===== src/inc/weld_io_pkg.sv =====
// Shared constants and carrier types for the weld sequencer contact I/O block
package weld_io_pkg;
  // Register word addresses
  localparam logic [3:0] ADDR_CTRL  = 4'h0;
  localparam logic [3:0] ADDR_STEPS = 4'h1;
  localparam logic [3:0] ADDR_PRESET = 4'h2;
  localparam logic [3:0] ADDR_SCHED = 4'h3;
  localparam logic [3:0] ADDR_TIMES = 4'h4;
  localparam logic [3:0] ADDR_STAT  = 4'h5;
  localparam logic [3:0] ADDR_MASK  = 4'h6;
  localparam logic [3:0] ADDR_STATE = 4'h7;
  // Control field positions
  localparam int CTRL_PARITY_EN = 0;
  localparam int CTRL_ILK_MODE  = 1;
  localparam int CTRL_HOLD_OPT  = 2;
  localparam int CTRL_STEP_MODE = 3;
  // Interrupt status bit positions
  localparam int IRQ_ERROR = 0;
  localparam int IRQ_STEP  = 1;
  localparam int IRQ_COUNT = 2;
  localparam int IRQ_HOLD  = 3;
  // Reset values
  localparam logic [3:0]  CTRL_RST   = 4'h3;
  localparam logic [3:0]  STEPS_RST  = 4'hf;
  localparam logic [15:0] PRESET_RST = 16'h0000;
  localparam logic [23:0] TIMES_RST  = 24'h050505;
  localparam logic [7:0]  SCHED_RST  = 8'h05;
  // Timing
  localparam int unsigned CLK_PERIOD_NS   = 40;
  localparam int unsigned HOLD_END_MS     = 200;
  localparam int unsigned DEBOUNCE_MS     = 5;
  localparam int unsigned LINE_PERIOD_US  = 20000;
  localparam int unsigned ILK_DELAY_LINES = 2;
  localparam int unsigned HOLD_END_CYC = HOLD_END_MS * 1000000 / CLK_PERIOD_NS;
  localparam int unsigned DEBOUNCE_CYC = DEBOUNCE_MS * 1000000 / CLK_PERIOD_NS;
  localparam int unsigned LINE_CYC     = LINE_PERIOD_US * 1000 / CLK_PERIOD_NS;

  typedef struct packed {
    logic       prog_lock;
    logic [3:0] sel;
    logic       parity;
    logic       weld_enable;
    logic       step_reset;
    logic       error_reset;
    logic       ilk_cnt_reset;
  } contacts_s;

  typedef struct packed {
    logic hold_end;
    logic error;
    logic step_end;
    logic valve1;
    logic valve2;
    logic weld_on;
    logic ilk_count_up;
    logic fire;
  } drives_s;

  typedef enum logic [7:0] {
    ST_IDLE    = 8'h01,
    ST_SQUEEZE = 8'h02,
    ST_WELD1   = 8'h04,
    ST_COOL1   = 8'h08,
    ST_WELD2   = 8'h10,
    ST_COOL2   = 8'h20,
    ST_WELD3   = 8'h40,
    ST_HOLD    = 8'h80
  } seq_state_e;
endpackage : weld_io_pkg


===== src/design/weld_sequencer_io.sv =====
// Contact input/output logic and weld sequence of a resistance-weld controller
//
// Contract
// - Program lock closed refuses all setting changes; the interrupt mask stays writable
// - Four select bits choose one of fifteen schedules
// - Optional odd parity check over select inputs
// - Weld enable open: sequence runs without current
// - Step restart returns step number to first
// - Alarm clear resets error and its outputs
// - Switch picks interlock wait or count reset
// - Hold end about 200 ms or start release
// - Option switch: fixed 0.2 s hold-end pulse
// - Hold end also asserted when welding stops
// - Error output on any detected error
// - Step mode: step end after last step
// - Both valves energized whole weld cycle
// - Weld-on output during three weld intervals
// - Interlock output two cycles after power-on
// - Count mode: count-up output at preset
//
// Decided for this implementation: the plain strobed port and the address map.
`timescale 1ns/1ps
module weld_sequencer_io #(
  parameter int unsigned HOLD_END_CYC = weld_io_pkg::HOLD_END_CYC,
  parameter int unsigned DEBOUNCE_CYC = weld_io_pkg::DEBOUNCE_CYC,
  parameter int unsigned LINE_CYC     = weld_io_pkg::LINE_CYC
) (
  // Clock and reset
  input  wire logic                   i_clk,
  input  wire logic                   i_rst,
  // Contact inputs
  input  wire weld_io_pkg::contacts_s i_contacts,
  // Register port
  input  wire logic [3:0]             i_addr,
  input  wire logic [31:0]            i_wdata,
  input  wire logic                   i_wr,
  input  wire logic                   i_rd,
  output logic [31:0]                 o_rdata,
  // Contact outputs and interrupt
  output weld_io_pkg::drives_s        o_drives,
  output logic                        o_irq
);
  localparam int NIN = $bits(weld_io_pkg::contacts_s);

  // Input conditioning
  logic [NIN-1:0] raw;
  logic [NIN-1:0] sync1;
  logic [NIN-1:0] sync2;
  logic [NIN-1:0] clean;
  weld_io_pkg::contacts_s cin;
  logic [31:0] db_cnt [NIN];

  assign raw = i_contacts;
  assign cin = clean;

  genvar g;
  for (g = 0; g < NIN; g++) begin : gen_db
    always_ff @(posedge i_clk or posedge i_rst) begin
      if (i_rst) begin
        sync1[g]  <= 1'b0;
        sync2[g]  <= 1'b0;
        clean[g]  <= 1'b0;
        db_cnt[g] <= 32'h0;
      end else begin
        sync1[g] <= raw[g];
        sync2[g] <= sync1[g];
        // Bounce restarts the count, so one closure yields one edge
        if (sync2[g] == clean[g]) begin
          db_cnt[g] <= 32'h0;
        end else if (db_cnt[g] == 32'(DEBOUNCE_CYC - 1)) begin
          clean[g]  <= sync2[g];
          db_cnt[g] <= 32'h0;
        end else begin
          db_cnt[g] <= db_cnt[g] + 32'h1;
        end
      end
    end
  end

  // Line cycle tick
  logic [31:0] line_cnt;
  logic        tick;

  always_ff @(posedge i_clk or posedge i_rst) begin
    if (i_rst) begin
      line_cnt <= 32'h0;
      tick     <= 1'b0;
    end else begin
      tick <= (line_cnt == 32'(LINE_CYC - 1));
      if (line_cnt == 32'(LINE_CYC - 1)) begin
        line_cnt <= 32'h0;
      end else begin
        line_cnt <= line_cnt + 32'h1;
      end
    end
  end

  // Registers
  logic [3:0]  ctrl;
  logic [3:0]  last_step;
  logic [15:0] preset;
  logic [23:0] times;
  logic [7:0]  sched_tbl [16];
  logic [3:0]  irq_stat;
  logic [3:0]  irq_mask;
  logic        cfg_wr;

  assign cfg_wr = i_wr && !cin.prog_lock;

  always_ff @(posedge i_clk or posedge i_rst) begin
    if (i_rst) begin
      ctrl      <= weld_io_pkg::CTRL_RST;
      last_step <= weld_io_pkg::STEPS_RST;
      preset    <= weld_io_pkg::PRESET_RST;
      times     <= weld_io_pkg::TIMES_RST;
      irq_mask  <= 4'h0;
    end else begin
      if (cfg_wr && i_addr == weld_io_pkg::ADDR_CTRL) begin
        ctrl <= i_wdata[3:0];
      end
      if (cfg_wr && i_addr == weld_io_pkg::ADDR_STEPS) begin
        last_step <= i_wdata[3:0];
      end
      if (cfg_wr && i_addr == weld_io_pkg::ADDR_PRESET) begin
        preset <= i_wdata[15:0];
      end
      if (cfg_wr && i_addr == weld_io_pkg::ADDR_TIMES) begin
        times <= i_wdata[23:0];
      end
      if (i_wr && i_addr == weld_io_pkg::ADDR_MASK) begin
        irq_mask <= i_wdata[3:0];
      end
    end
  end

  // Per-schedule weld time, written as index in [11:8], value in [7:0]
  for (g = 0; g < 16; g++) begin : gen_sched
    always_ff @(posedge i_clk or posedge i_rst) begin
      if (i_rst) begin
        sched_tbl[g] <= weld_io_pkg::SCHED_RST;
      end else if (cfg_wr && i_addr == weld_io_pkg::ADDR_SCHED && i_wdata[11:8] == 4'(g)) begin
        sched_tbl[g] <= i_wdata[7:0];
      end
    end
  end

  // Start decode
  logic       start;
  logic       start_prev;
  logic       start_rise;
  logic       par_ok;
  logic       ilk_mode;
  logic       ilk_block;
  logic       par_fail;
  logic       go;
  logic [3:0] sched;

  assign start      = |cin.sel;
  assign start_rise = start && !start_prev;
  assign par_ok     = ^{cin.sel, cin.parity};
  assign ilk_mode   = ctrl[weld_io_pkg::CTRL_ILK_MODE];
  assign ilk_block  = ilk_mode && cin.ilk_cnt_reset;
  assign par_fail   = ctrl[weld_io_pkg::CTRL_PARITY_EN] && !par_ok;
  assign go         = start_rise && !o_drives.error && !ilk_block && !par_fail;

  // Sequencer
  weld_io_pkg::seq_state_e state;
  weld_io_pkg::seq_state_e next_state;
  logic [7:0] seq_cnt;
  logic [7:0] next_dur;
  logic       abort;
  logic       done;
  logic       welding;

  assign welding = state inside {weld_io_pkg::ST_WELD1, weld_io_pkg::ST_WELD2, weld_io_pkg::ST_WELD3};
  // Release before hold stops the weld; release during hold is normal
  assign abort = !start && state != weld_io_pkg::ST_IDLE && state != weld_io_pkg::ST_HOLD;
  assign done  = state == weld_io_pkg::ST_HOLD && tick && seq_cnt == 8'h00;

  always_comb begin
    next_state = weld_io_pkg::ST_IDLE;
    next_dur   = 8'h00;
    case (state)
      weld_io_pkg::ST_IDLE: begin
        next_state = weld_io_pkg::ST_SQUEEZE;
        next_dur   = times[7:0];
      end
      weld_io_pkg::ST_SQUEEZE: begin
        next_state = weld_io_pkg::ST_WELD1;
        next_dur   = sched_tbl[sched];
      end
      weld_io_pkg::ST_WELD1: begin
        next_state = weld_io_pkg::ST_COOL1;
        next_dur   = times[15:8];
      end
      weld_io_pkg::ST_COOL1: begin
        next_state = weld_io_pkg::ST_WELD2;
        next_dur   = sched_tbl[sched];
      end
      weld_io_pkg::ST_WELD2: begin
        next_state = weld_io_pkg::ST_COOL2;
        next_dur   = times[15:8];
      end
      weld_io_pkg::ST_COOL2: begin
        next_state = weld_io_pkg::ST_WELD3;
        next_dur   = sched_tbl[sched];
      end
      weld_io_pkg::ST_WELD3: begin
        next_state = weld_io_pkg::ST_HOLD;
        next_dur   = times[23:16];
      end
      weld_io_pkg::ST_HOLD: begin
        next_state = weld_io_pkg::ST_IDLE;
        next_dur   = 8'h00;
      end
      default: begin
        next_state = weld_io_pkg::ST_IDLE;
        next_dur   = 8'h00;
      end
    endcase
  end

  always_ff @(posedge i_clk or posedge i_rst) begin
    if (i_rst) begin
      state      <= weld_io_pkg::ST_IDLE;
      seq_cnt    <= 8'h00;
      sched      <= 4'h0;
      start_prev <= 1'b0;
    end else begin
      start_prev <= start;
      if (state == weld_io_pkg::ST_IDLE) begin
        if (go) begin
          state   <= next_state;
          seq_cnt <= next_dur;
          sched   <= cin.sel;
        end
      end else if (abort) begin
        state <= weld_io_pkg::ST_IDLE;
      end else if (tick) begin
        if (seq_cnt == 8'h00) begin
          state   <= next_state;
          seq_cnt <= next_dur;
        end else begin
          seq_cnt <= seq_cnt - 8'h01;
        end
      end
    end
  end

  // Error, step and counters
  logic        err;
  logic [3:0]  step;
  logic        step_end;
  logic [15:0] work_cnt;
  logic        count_up;
  logic        ilk_prev;
  logic        cnt_reset;
  logic [1:0]  ilk_lines;

  assign cnt_reset = !ilk_mode && cin.ilk_cnt_reset && !ilk_prev;

  always_ff @(posedge i_clk or posedge i_rst) begin
    if (i_rst) begin
      err <= 1'b0;
    end else if (state == weld_io_pkg::ST_IDLE && start_rise && par_fail) begin
      err <= 1'b1;
    end else if (cin.error_reset) begin
      err <= 1'b0;
    end
  end

  always_ff @(posedge i_clk or posedge i_rst) begin
    if (i_rst) begin
      step     <= 4'h0;
      step_end <= 1'b0;
    end else if (cin.step_reset) begin
      step     <= 4'h0;
      step_end <= 1'b0;
    end else if (done && ctrl[weld_io_pkg::CTRL_STEP_MODE]) begin
      if (step == last_step) begin
        step_end <= 1'b1;
      end else begin
        step <= step + 4'h1;
      end
    end
  end

  always_ff @(posedge i_clk or posedge i_rst) begin
    if (i_rst) begin
      work_cnt <= 16'h0000;
      count_up <= 1'b0;
      ilk_prev <= 1'b0;
    end else begin
      ilk_prev <= cin.ilk_cnt_reset;
      if (cnt_reset) begin
        work_cnt <= 16'h0000;
        count_up <= 1'b0;
      end else if (done) begin
        work_cnt <= work_cnt + 16'h0001;
        if (work_cnt + 16'h0001 == preset) begin
          count_up <= 1'b1;
        end
      end
    end
  end

  always_ff @(posedge i_clk or posedge i_rst) begin
    if (i_rst) begin
      ilk_lines <= 2'h0;
    end else if (tick && ilk_lines != 2'(weld_io_pkg::ILK_DELAY_LINES)) begin
      ilk_lines <= ilk_lines + 2'h1;
    end
  end

  // Hold-end timing
  logic [31:0] hold_left;
  logic        hold_full;
  logic        opt;

  assign opt = ctrl[weld_io_pkg::CTRL_HOLD_OPT];

  always_ff @(posedge i_clk or posedge i_rst) begin
    if (i_rst) begin
      hold_left <= 32'h0;
      hold_full <= 1'b0;
    end else if ((done || abort) && !err) begin
      hold_left <= 32'(HOLD_END_CYC);
      hold_full <= opt || abort;
    end else if (hold_left != 32'h0) begin
      // Without the option, unless loaded by a stop, a released start ends the contact early
      if (!hold_full && !start) begin
        hold_left <= 32'h0;
      end else begin
        hold_left <= hold_left - 32'h1;
      end
    end
  end

  // Registered contact drives
  weld_io_pkg::drives_s next_drv;

  always_comb begin
    next_drv              = '0;
    next_drv.hold_end     = hold_left != 32'h0;
    next_drv.error        = err;
    next_drv.step_end     = step_end;
    next_drv.valve1       = state != weld_io_pkg::ST_IDLE;
    next_drv.valve2       = state != weld_io_pkg::ST_IDLE;
    next_drv.weld_on      = welding;
    next_drv.fire         = welding && cin.weld_enable;
    next_drv.ilk_count_up = ilk_mode ? (ilk_lines == 2'(weld_io_pkg::ILK_DELAY_LINES)) : count_up;
  end

  always_ff @(posedge i_clk or posedge i_rst) begin
    if (i_rst) begin
      o_drives <= '0;
    end else begin
      o_drives <= next_drv;
    end
  end

  // Interrupts: set wins over a same-cycle clear
  logic [3:0] events;
  logic [3:0] next_stat;
  logic [3:0] clr;

  assign events = {next_drv.hold_end && !o_drives.hold_end,
                   next_drv.ilk_count_up && !o_drives.ilk_count_up && !ilk_mode,
                   next_drv.step_end && !o_drives.step_end,
                   next_drv.error && !o_drives.error};
  assign clr       = (i_wr && i_addr == weld_io_pkg::ADDR_STAT) ? i_wdata[3:0] : 4'h0;
  assign next_stat = (irq_stat & ~clr) | events;

  always_ff @(posedge i_clk or posedge i_rst) begin
    if (i_rst) begin
      irq_stat <= 4'h0;
      o_irq    <= 1'b0;
    end else begin
      irq_stat <= next_stat;
      o_irq    <= |(next_stat & irq_mask);
    end
  end

  // Read port: data valid only in the cycle after the strobe
  logic [31:0] rd_mux;

  always_comb begin
    case (i_addr)
      weld_io_pkg::ADDR_CTRL:   rd_mux = {28'h0, ctrl};
      weld_io_pkg::ADDR_STEPS:  rd_mux = {28'h0, last_step};
      weld_io_pkg::ADDR_PRESET: rd_mux = {16'h0, preset};
      weld_io_pkg::ADDR_SCHED:  rd_mux = {20'h0, sched, sched_tbl[sched]};
      weld_io_pkg::ADDR_TIMES:  rd_mux = {8'h0, times};
      weld_io_pkg::ADDR_STAT:   rd_mux = {28'h0, irq_stat};
      weld_io_pkg::ADDR_MASK:   rd_mux = {28'h0, irq_mask};
      weld_io_pkg::ADDR_STATE:  rd_mux = {work_cnt, step, sched, state};
      default:                  rd_mux = 32'h0;
    endcase
  end

  always_ff @(posedge i_clk or posedge i_rst) begin
    if (i_rst) begin
      o_rdata <= 32'h0;
    end else begin
      o_rdata <= i_rd ? rd_mux : 32'h0;
    end
  end
endmodule : weld_sequencer_io


===== config.mk =====
export PLATFORM = sky130hd
export DESIGN_NAME = weld_sequencer_io
export DESIGN_NICKNAME = d
export VERILOG_FILES = /design/src/inc/weld_io_pkg.sv /design/src/design/weld_sequencer_io.sv
export SDC_FILE = /design/constraint.sdc
export NUM_CORES = 2
export LEC_CHECK = 0
export BUFFER_PORTS_ARGS = -buffer_cell sky130_fd_sc_hd__buf_2
export CAP_MARGIN = 25
export CELL_PAD_IN_SITES_DETAIL_PLACEMENT = 0
export CELL_PAD_IN_SITES_GLOBAL_PLACEMENT = 1
export CORE_MARGIN = 2
export CORE_UTILIZATION = 50
export DETAILED_ROUTE_END_ITERATION = 6
export PLACE_DENSITY = 0.82
export SYNTH_ARGS = -nofsm -noshare
export SYNTH_HDL_FRONTEND = slang
export SYNTH_SLANG_ARGS = --single-unit
export TNS_END_PERCENT = 50

===== constraint.sdc =====
create_clock -name i_clk -period 28 [get_ports i_clk]
set_input_delay 4.2 -clock i_clk [delete_from_list [all_inputs] [get_ports i_clk]]
set_output_delay 4.2 -clock i_clk [all_outputs]
set_load 0.05 [all_outputs]

==> Word level (Yosys, flattened, before mapping) <==
Index checks and enable logic that the tools add are counted.
{ "word_totals": {"regBits": 687, "inputBits": 50} }
{ "op_classes": {"n_addsub": 16, "magnitude_cmp": 1, "eq_ne": 60, "muxes": 56, "n_bitwise": 15, "n_reduce_logical": 99} }
{ "op_table": {"columns": ["cell", "n"], "rows": [
  ["2-to-1 mux 32 bit", 25],
  ["adder 32 x 1 -> 32 bit, second input constant", 11],
  ["equality test 32 x 17 -> 1 bit, second input constant", 10],
  ["one-hot mux 32 bit (8 select lines)", 1],
  ["2-to-1 mux 8 bit", 12],
  ["one-hot mux 8 bit (7 select lines)", 1],
  ["logical AND 1 bit", 48],
  ["binary-select mux 8 bit (select 4 bit)", 1],
  ["equality test 32 x 19 -> 1 bit, second input constant", 1],
  ["equality test 4 x 3 -> 1 bit, second input constant", 8],
  ["equality test 4 bit, second input constant", 8],
  ["2-to-1 mux 16 bit", 2],
  ["one-hot mux 8 bit (4 select lines)", 1],
  ["nonzero test 32 bit", 1],
  ["subtractor 32 x 1 -> 32 bit, second input constant", 1],
  ["AND reduction 2 bit", 14],
  ["adder 16 x 1 -> 16 bit, second input constant", 1],
  ["equality test 16 bit", 1],
  ["equality test 4 x 2 -> 1 bit, second input constant", 4],
  ["2-to-1 mux 4 bit", 4],
  ["zero test 1 bit", 14],
  ["nonzero test 2 bit", 7],
  ["equality test 1 bit", 10],
  ["NOT 1 bit", 10],
  ["33 further kinds", 51]
]} }

==> Logic depth before layout (Yosys ltp) <==
{ "depth": {"word_depth": 9, "depth_mapped": 10, "depth_no_buf": 8} }

==> Least setup slack after synthesis <==
OpenSTA, ideal clock, no wires.
{ "synth_timing": {"path_type": "input to register", "startpoint": "input port i_addr[0]", "endpoint": "register sched_tbl[4] (netlist name)", "setup_ns": 0.125, "arrival_time_ns": 6.091, "t_required_ns": 27.875, "setup_slack_ns": 21.784, "stages": 6, "n_path_buf": 2, "cell_sequence": "clkbuf_1 nor4bb_1 clkbuf_1 nand4_1 nor2_1 mux2_2"} }
{ "synth_between": {"elab_chain_cells": 3} }
{ "synth_lines": {"columns": ["item", "line", "source"], "rows": [
  ["from (decl)", "weld_sequencer_io.sv:34", "input wire logic [3:0] i_addr,"],
  ["equality test 4 x 2 -> 1 bit", "weld_sequencer_io.sv:141", "end else if (cfg_wr && i_addr == weld_io_pkg::ADDR_SCHED && i_wdata[11:8] == 4'(g)) begin"],
  ["logical AND 1 bit (2 in a row)", "weld_sequencer_io.sv:141", null],
  ["to (signal, indexed assignment)", "weld_sequencer_io.sv:140", "sched_tbl[g] <= weld_io_pkg::SCHED_RST;"],
  ["to (signal, indexed assignment)", "weld_sequencer_io.sv:142", "sched_tbl[g] <= i_wdata[7:0];"],
  ["to (decl)", "weld_sequencer_io.sv:103", "logic [7:0] sched_tbl [16];"]
]} }
Every way passes these cells.
A chain may end at the register's enable or synchronous reset.

==> Final worst setup path <==
{ "layout_timing": {"startpoint": "input port i_addr[0]", "endpoint": "register sched_tbl[53] (netlist name)"} }
Same word-level chain as after synthesis.

==> run metrics <==
HPWL after detailed placement=49800 um; iteration count of the initial detailed-routing pass=6; kind of path behind the tightest hold check=flop to flop; placed cell area=34100 um2; hold slack final=0.338 ns; global-route track usage on met3=3.74%; post-DR wirelength/cell=17.8 um; CP Data Required Time=28.49 ns; Switching Fraction=22.9%; vias in the first global route=23.7k; slew at the pin closest to its max-slew limit=1.02 ns; area enclosed by the die boundary=67700 um2; IR drop worst, VDD=0.0344 mV; share of async-settable or async-resettable flops after synthesis=100%; Port Buf Inserts=82; cell at the root of the clock tree=sky130_fd_sc_hd__clkbuf_16; sequential share of power=47.4%; Iteration-0 DRC Markers=1788; critical path data arrival time=6.71 ns; antenna violations before repair=6; highest net fanout along the worst path=28; Post-CTS Resized=0; P per Cell Area=60.8 nW/um2; clock latency at the later pin of the worst-skew pair=0.63 ns; Layout Skew=0.0230 ns; final wirelength=73400 um; Syn Inst Count=3124; leakage power=0.0162 uW; post-synthesis cell type count=78; flip-flop and latch count after synthesis=687; largest net degree at the start of global routing=120; Fill cells=5467; TritonCTS clock tree=done; placeable core area=64700 um2; nets in the synthesized netlist=3191; Achievable Freq=0.161 GHz; Max clock buf depth=3; reported net switching power=514 uW; number of H-tree branching levels=3; post-route DRC violation count=0; met2 usage in global routing=36.3%; first-pass GRT wire length=122000 um; Syn Std Cell Area=32800 um2; Int Power=1730 uW; most utilized layer in the global route result=met2; most used flip-flop cell after synthesis=sky130_fd_sc_hd__dfrtp_1; overall die height=260 um; sequential element share of the synthesized area=52.6%; effective utilization at floorplan=50.7%; Min-Delay Path Depth=0; number of synthesis warnings=0; # Post-CTS Setup Buffers=0; ports placed on the boundary=91; Comb pwr share=5.3%; number of hold buffers added after CTS=0; worst max-slew margin expressed relative to the limit=32.3%; aggregate global-route resource usage=22.1%; share of the clock period used by the worst path after layout=22.2%; CTS buffer count=76; cell type contributing the most total cell area after synthesis=sky130_fd_sc_hd__dfrtp_1; count of antenna-violating nets left after detailed routing=0; Non-Filler Instances=4112; leading cell type in the layout, fill and taps excluded=sky130_fd_sc_hd__dfrtp_1; share of final-layout standard cells stronger than drive strength 1=16.3%; Clk pin slew, worst setup/hold paths=0.06 ns; final estimated routing congestion in global placement=0.900; critical path class=primary input to flop; Clk network pwr share=47.3%; result of the run=complete, no violations; total clock sinks=687; post-detailed-route via-to-cell ratio=5.71; total congestion overflow=0; Synth top area share=49.0%; leading cell types by total area after synthesis=sky130_fd_sc_hd__dfrtp_1 49%, sky130_fd_sc_hd__mux2_2 6.3%, sky130_fd_sc_hd__nor2_1 5.9%; # nets final=3258; kind of start point of the critical path=primary input; number of hold violations in the final report=0; via count=23.5k; setup TNS after final layout=0 ns; setup repair after global routing missed its margin=false; post-synthesis area per instance=10.5 um2; shortest period the worst path allows=6.22 ns; worst reg-to-reg path cell count=7; Setup violations, final=0; area growth from synthesis to layout=12.5%; number of core rows=93; MaxCap Viol Count=0; final non-filler cell area=36900 um2; commonest non-fill, non-tap cells in the layout=641 x sky130_fd_sc_hd__dfrtp_1, 515 x sky130_fd_sc_hd__nor2_1, 221 x sky130_fd_sc_hd__nand2_1; kind of capture point of the worst setup path=flop; instance count after placement with tap cells included=3963; GR Layer Usage met1=30.4%; width of the die=260 um; max-slew violation total from the final report=0; number of flops mapped to enable cells by yosys=0
[sequential cells by signal, indices dropped and copies added, names as in the netlist, 7 cells and up]
signal and flops:
preset 16, times 24, cin 10, o_drives 7, state 8, sched_tbl 128, work_cnt 16, sync1 10
hold_left 32, line_cnt 32, o_rdata 32, sync2 10, db_cnt 320, seq_cnt 8
[area by class of cell]
type	count	area (um2)	area share, %
sequential	687	17200	46.7
multi-input combinational	2261	14900	40.4
clock buffer	110	2240	6.08
tap	855	1070	2.90
timing repair buffer	116	773	2.10
clock inverter	32	445	1.21
inverter	49	191	0.519
antenna	2	5.00	0.0136
[stage by stage]
step / util (%) / power (uW) / setup WS (ns)
after floorplan: - / 1160 / 4.61
after global placement: 52.6 / 1190 / 20.45
after detailed placement: 52.7 / 1200 / 20.29
after CTS: 56.9 / 2270 / 20.96
after global routing: 57.0 / 2330 / 21.40
final: 57.0 / 2250 / 21.78
[Yosys cell counts (7+ instances only)]
master,instances
sky130_fd_sc_hd__and4_1,34
sky130_fd_sc_hd__nor3_1,61
sky130_fd_sc_hd__xor2_1,199
sky130_fd_sc_hd__nand4b_1,8
sky130_fd_sc_hd__inv_1,48
sky130_fd_sc_hd__mux2i_1,7
sky130_fd_sc_hd__o21ai_0,31
sky130_fd_sc_hd__nor3b_1,11
sky130_fd_sc_hd__and2_1,26
sky130_fd_sc_hd__nand3_1,161
sky130_fd_sc_hd__and3_1,83
sky130_fd_sc_hd__dfstp_2,45
sky130_fd_sc_hd__nand2b_1,20
sky130_fd_sc_hd__nor2_1,515
sky130_fd_sc_hd__or4_1,9
sky130_fd_sc_hd__a21oi_1,72
sky130_fd_sc_hd__ha_1,17
sky130_fd_sc_hd__or3_1,29
sky130_fd_sc_hd__nor4b_1,12
sky130_fd_sc_hd__or2_2,7
sky130_fd_sc_hd__nor4_1,71
sky130_fd_sc_hd__nor2b_1,15
sky130_fd_sc_hd__nand3b_1,7
sky130_fd_sc_hd__buf_1,15
sky130_fd_sc_hd__buf_2,8
sky130_fd_sc_hd__a22oi_1,32
sky130_fd_sc_hd__mux2_1,14
sky130_fd_sc_hd__o21ai_1,37
sky130_fd_sc_hd__mux4_2,33
sky130_fd_sc_hd__nand2_1,221
sky130_fd_sc_hd__nand4_1,75
sky130_fd_sc_hd__xnor2_1,178
sky130_fd_sc_hd__clkbuf_1,103
sky130_fd_sc_hd__dfrtp_1,642
sky130_fd_sc_hd__mux2_2,183
sky130_fd_sc_hd__a222oi_1,8
[power groups by stage]
| stage | Sequential, uW | Combinational (uW) | Clock [uW] |
|---|---|---|---|
| 2_1_floorplan | 1070 | 84.6 | 0 |
| 3_3_place_gp | 1080 | 113 | 0 |
| 3_5_place_dp | 1080 | 117 | 0 |
| 4_1_cts | 1060 | 118 | 1090 |
| 5_1_grt | 1070 | 132 | 1130 |
| 6_report | 1070 | 118 | 1060 |
[worst max-delay path, stage by stage]
cell and delay, ns:
sky130_fd_sc_hd__buf_2 0.46, sky130_fd_sc_hd__nor4bb_1 0.27, sky130_fd_sc_hd__buf_4 0.25, sky130_fd_sc_hd__nand2_1 0.11
sky130_fd_sc_hd__nor2_1 0.18, sky130_fd_sc_hd__nand2_1 0.13, sky130_fd_sc_hd__nor2_1 0.67, sky130_fd_sc_hd__mux2_2 0.42
[layer usage]
metal,routed length [um],up-vias
li1,-,11000
met1,32700,11800
met2,35300,524
met3,3720,129
met4,1590,6
met5,39,-
[final timing paths]
check                           startpoint             to  slack [ns]
worst max register to register    state[0]     seq_cnt[7]       24.70
max in group asynchronous            i_rst    db_cnt[206]       21.81
worst min-delay path              sync1[0]       sync2[0]        0.34
worst min register to register    sync1[0]       sync2[0]        0.34
worst max-delay path             i_addr[0]  sched_tbl[53]       21.78
min in group asynchronous            i_rst    db_cnt[136]        3.74
[logic make-up after synthesis]
family	synth area share (%)
multiplexers	9.24
adder cells (fa/ha/maj)	0.648
XOR/XNOR	10.1
AND/OR/NAND/NOR	20.6
AO/OA/AOI/OAI	4.72
buffers and inverters	2.06
flip-flops	52.6
Note: power is estimated with default switching activity, not from simulation.
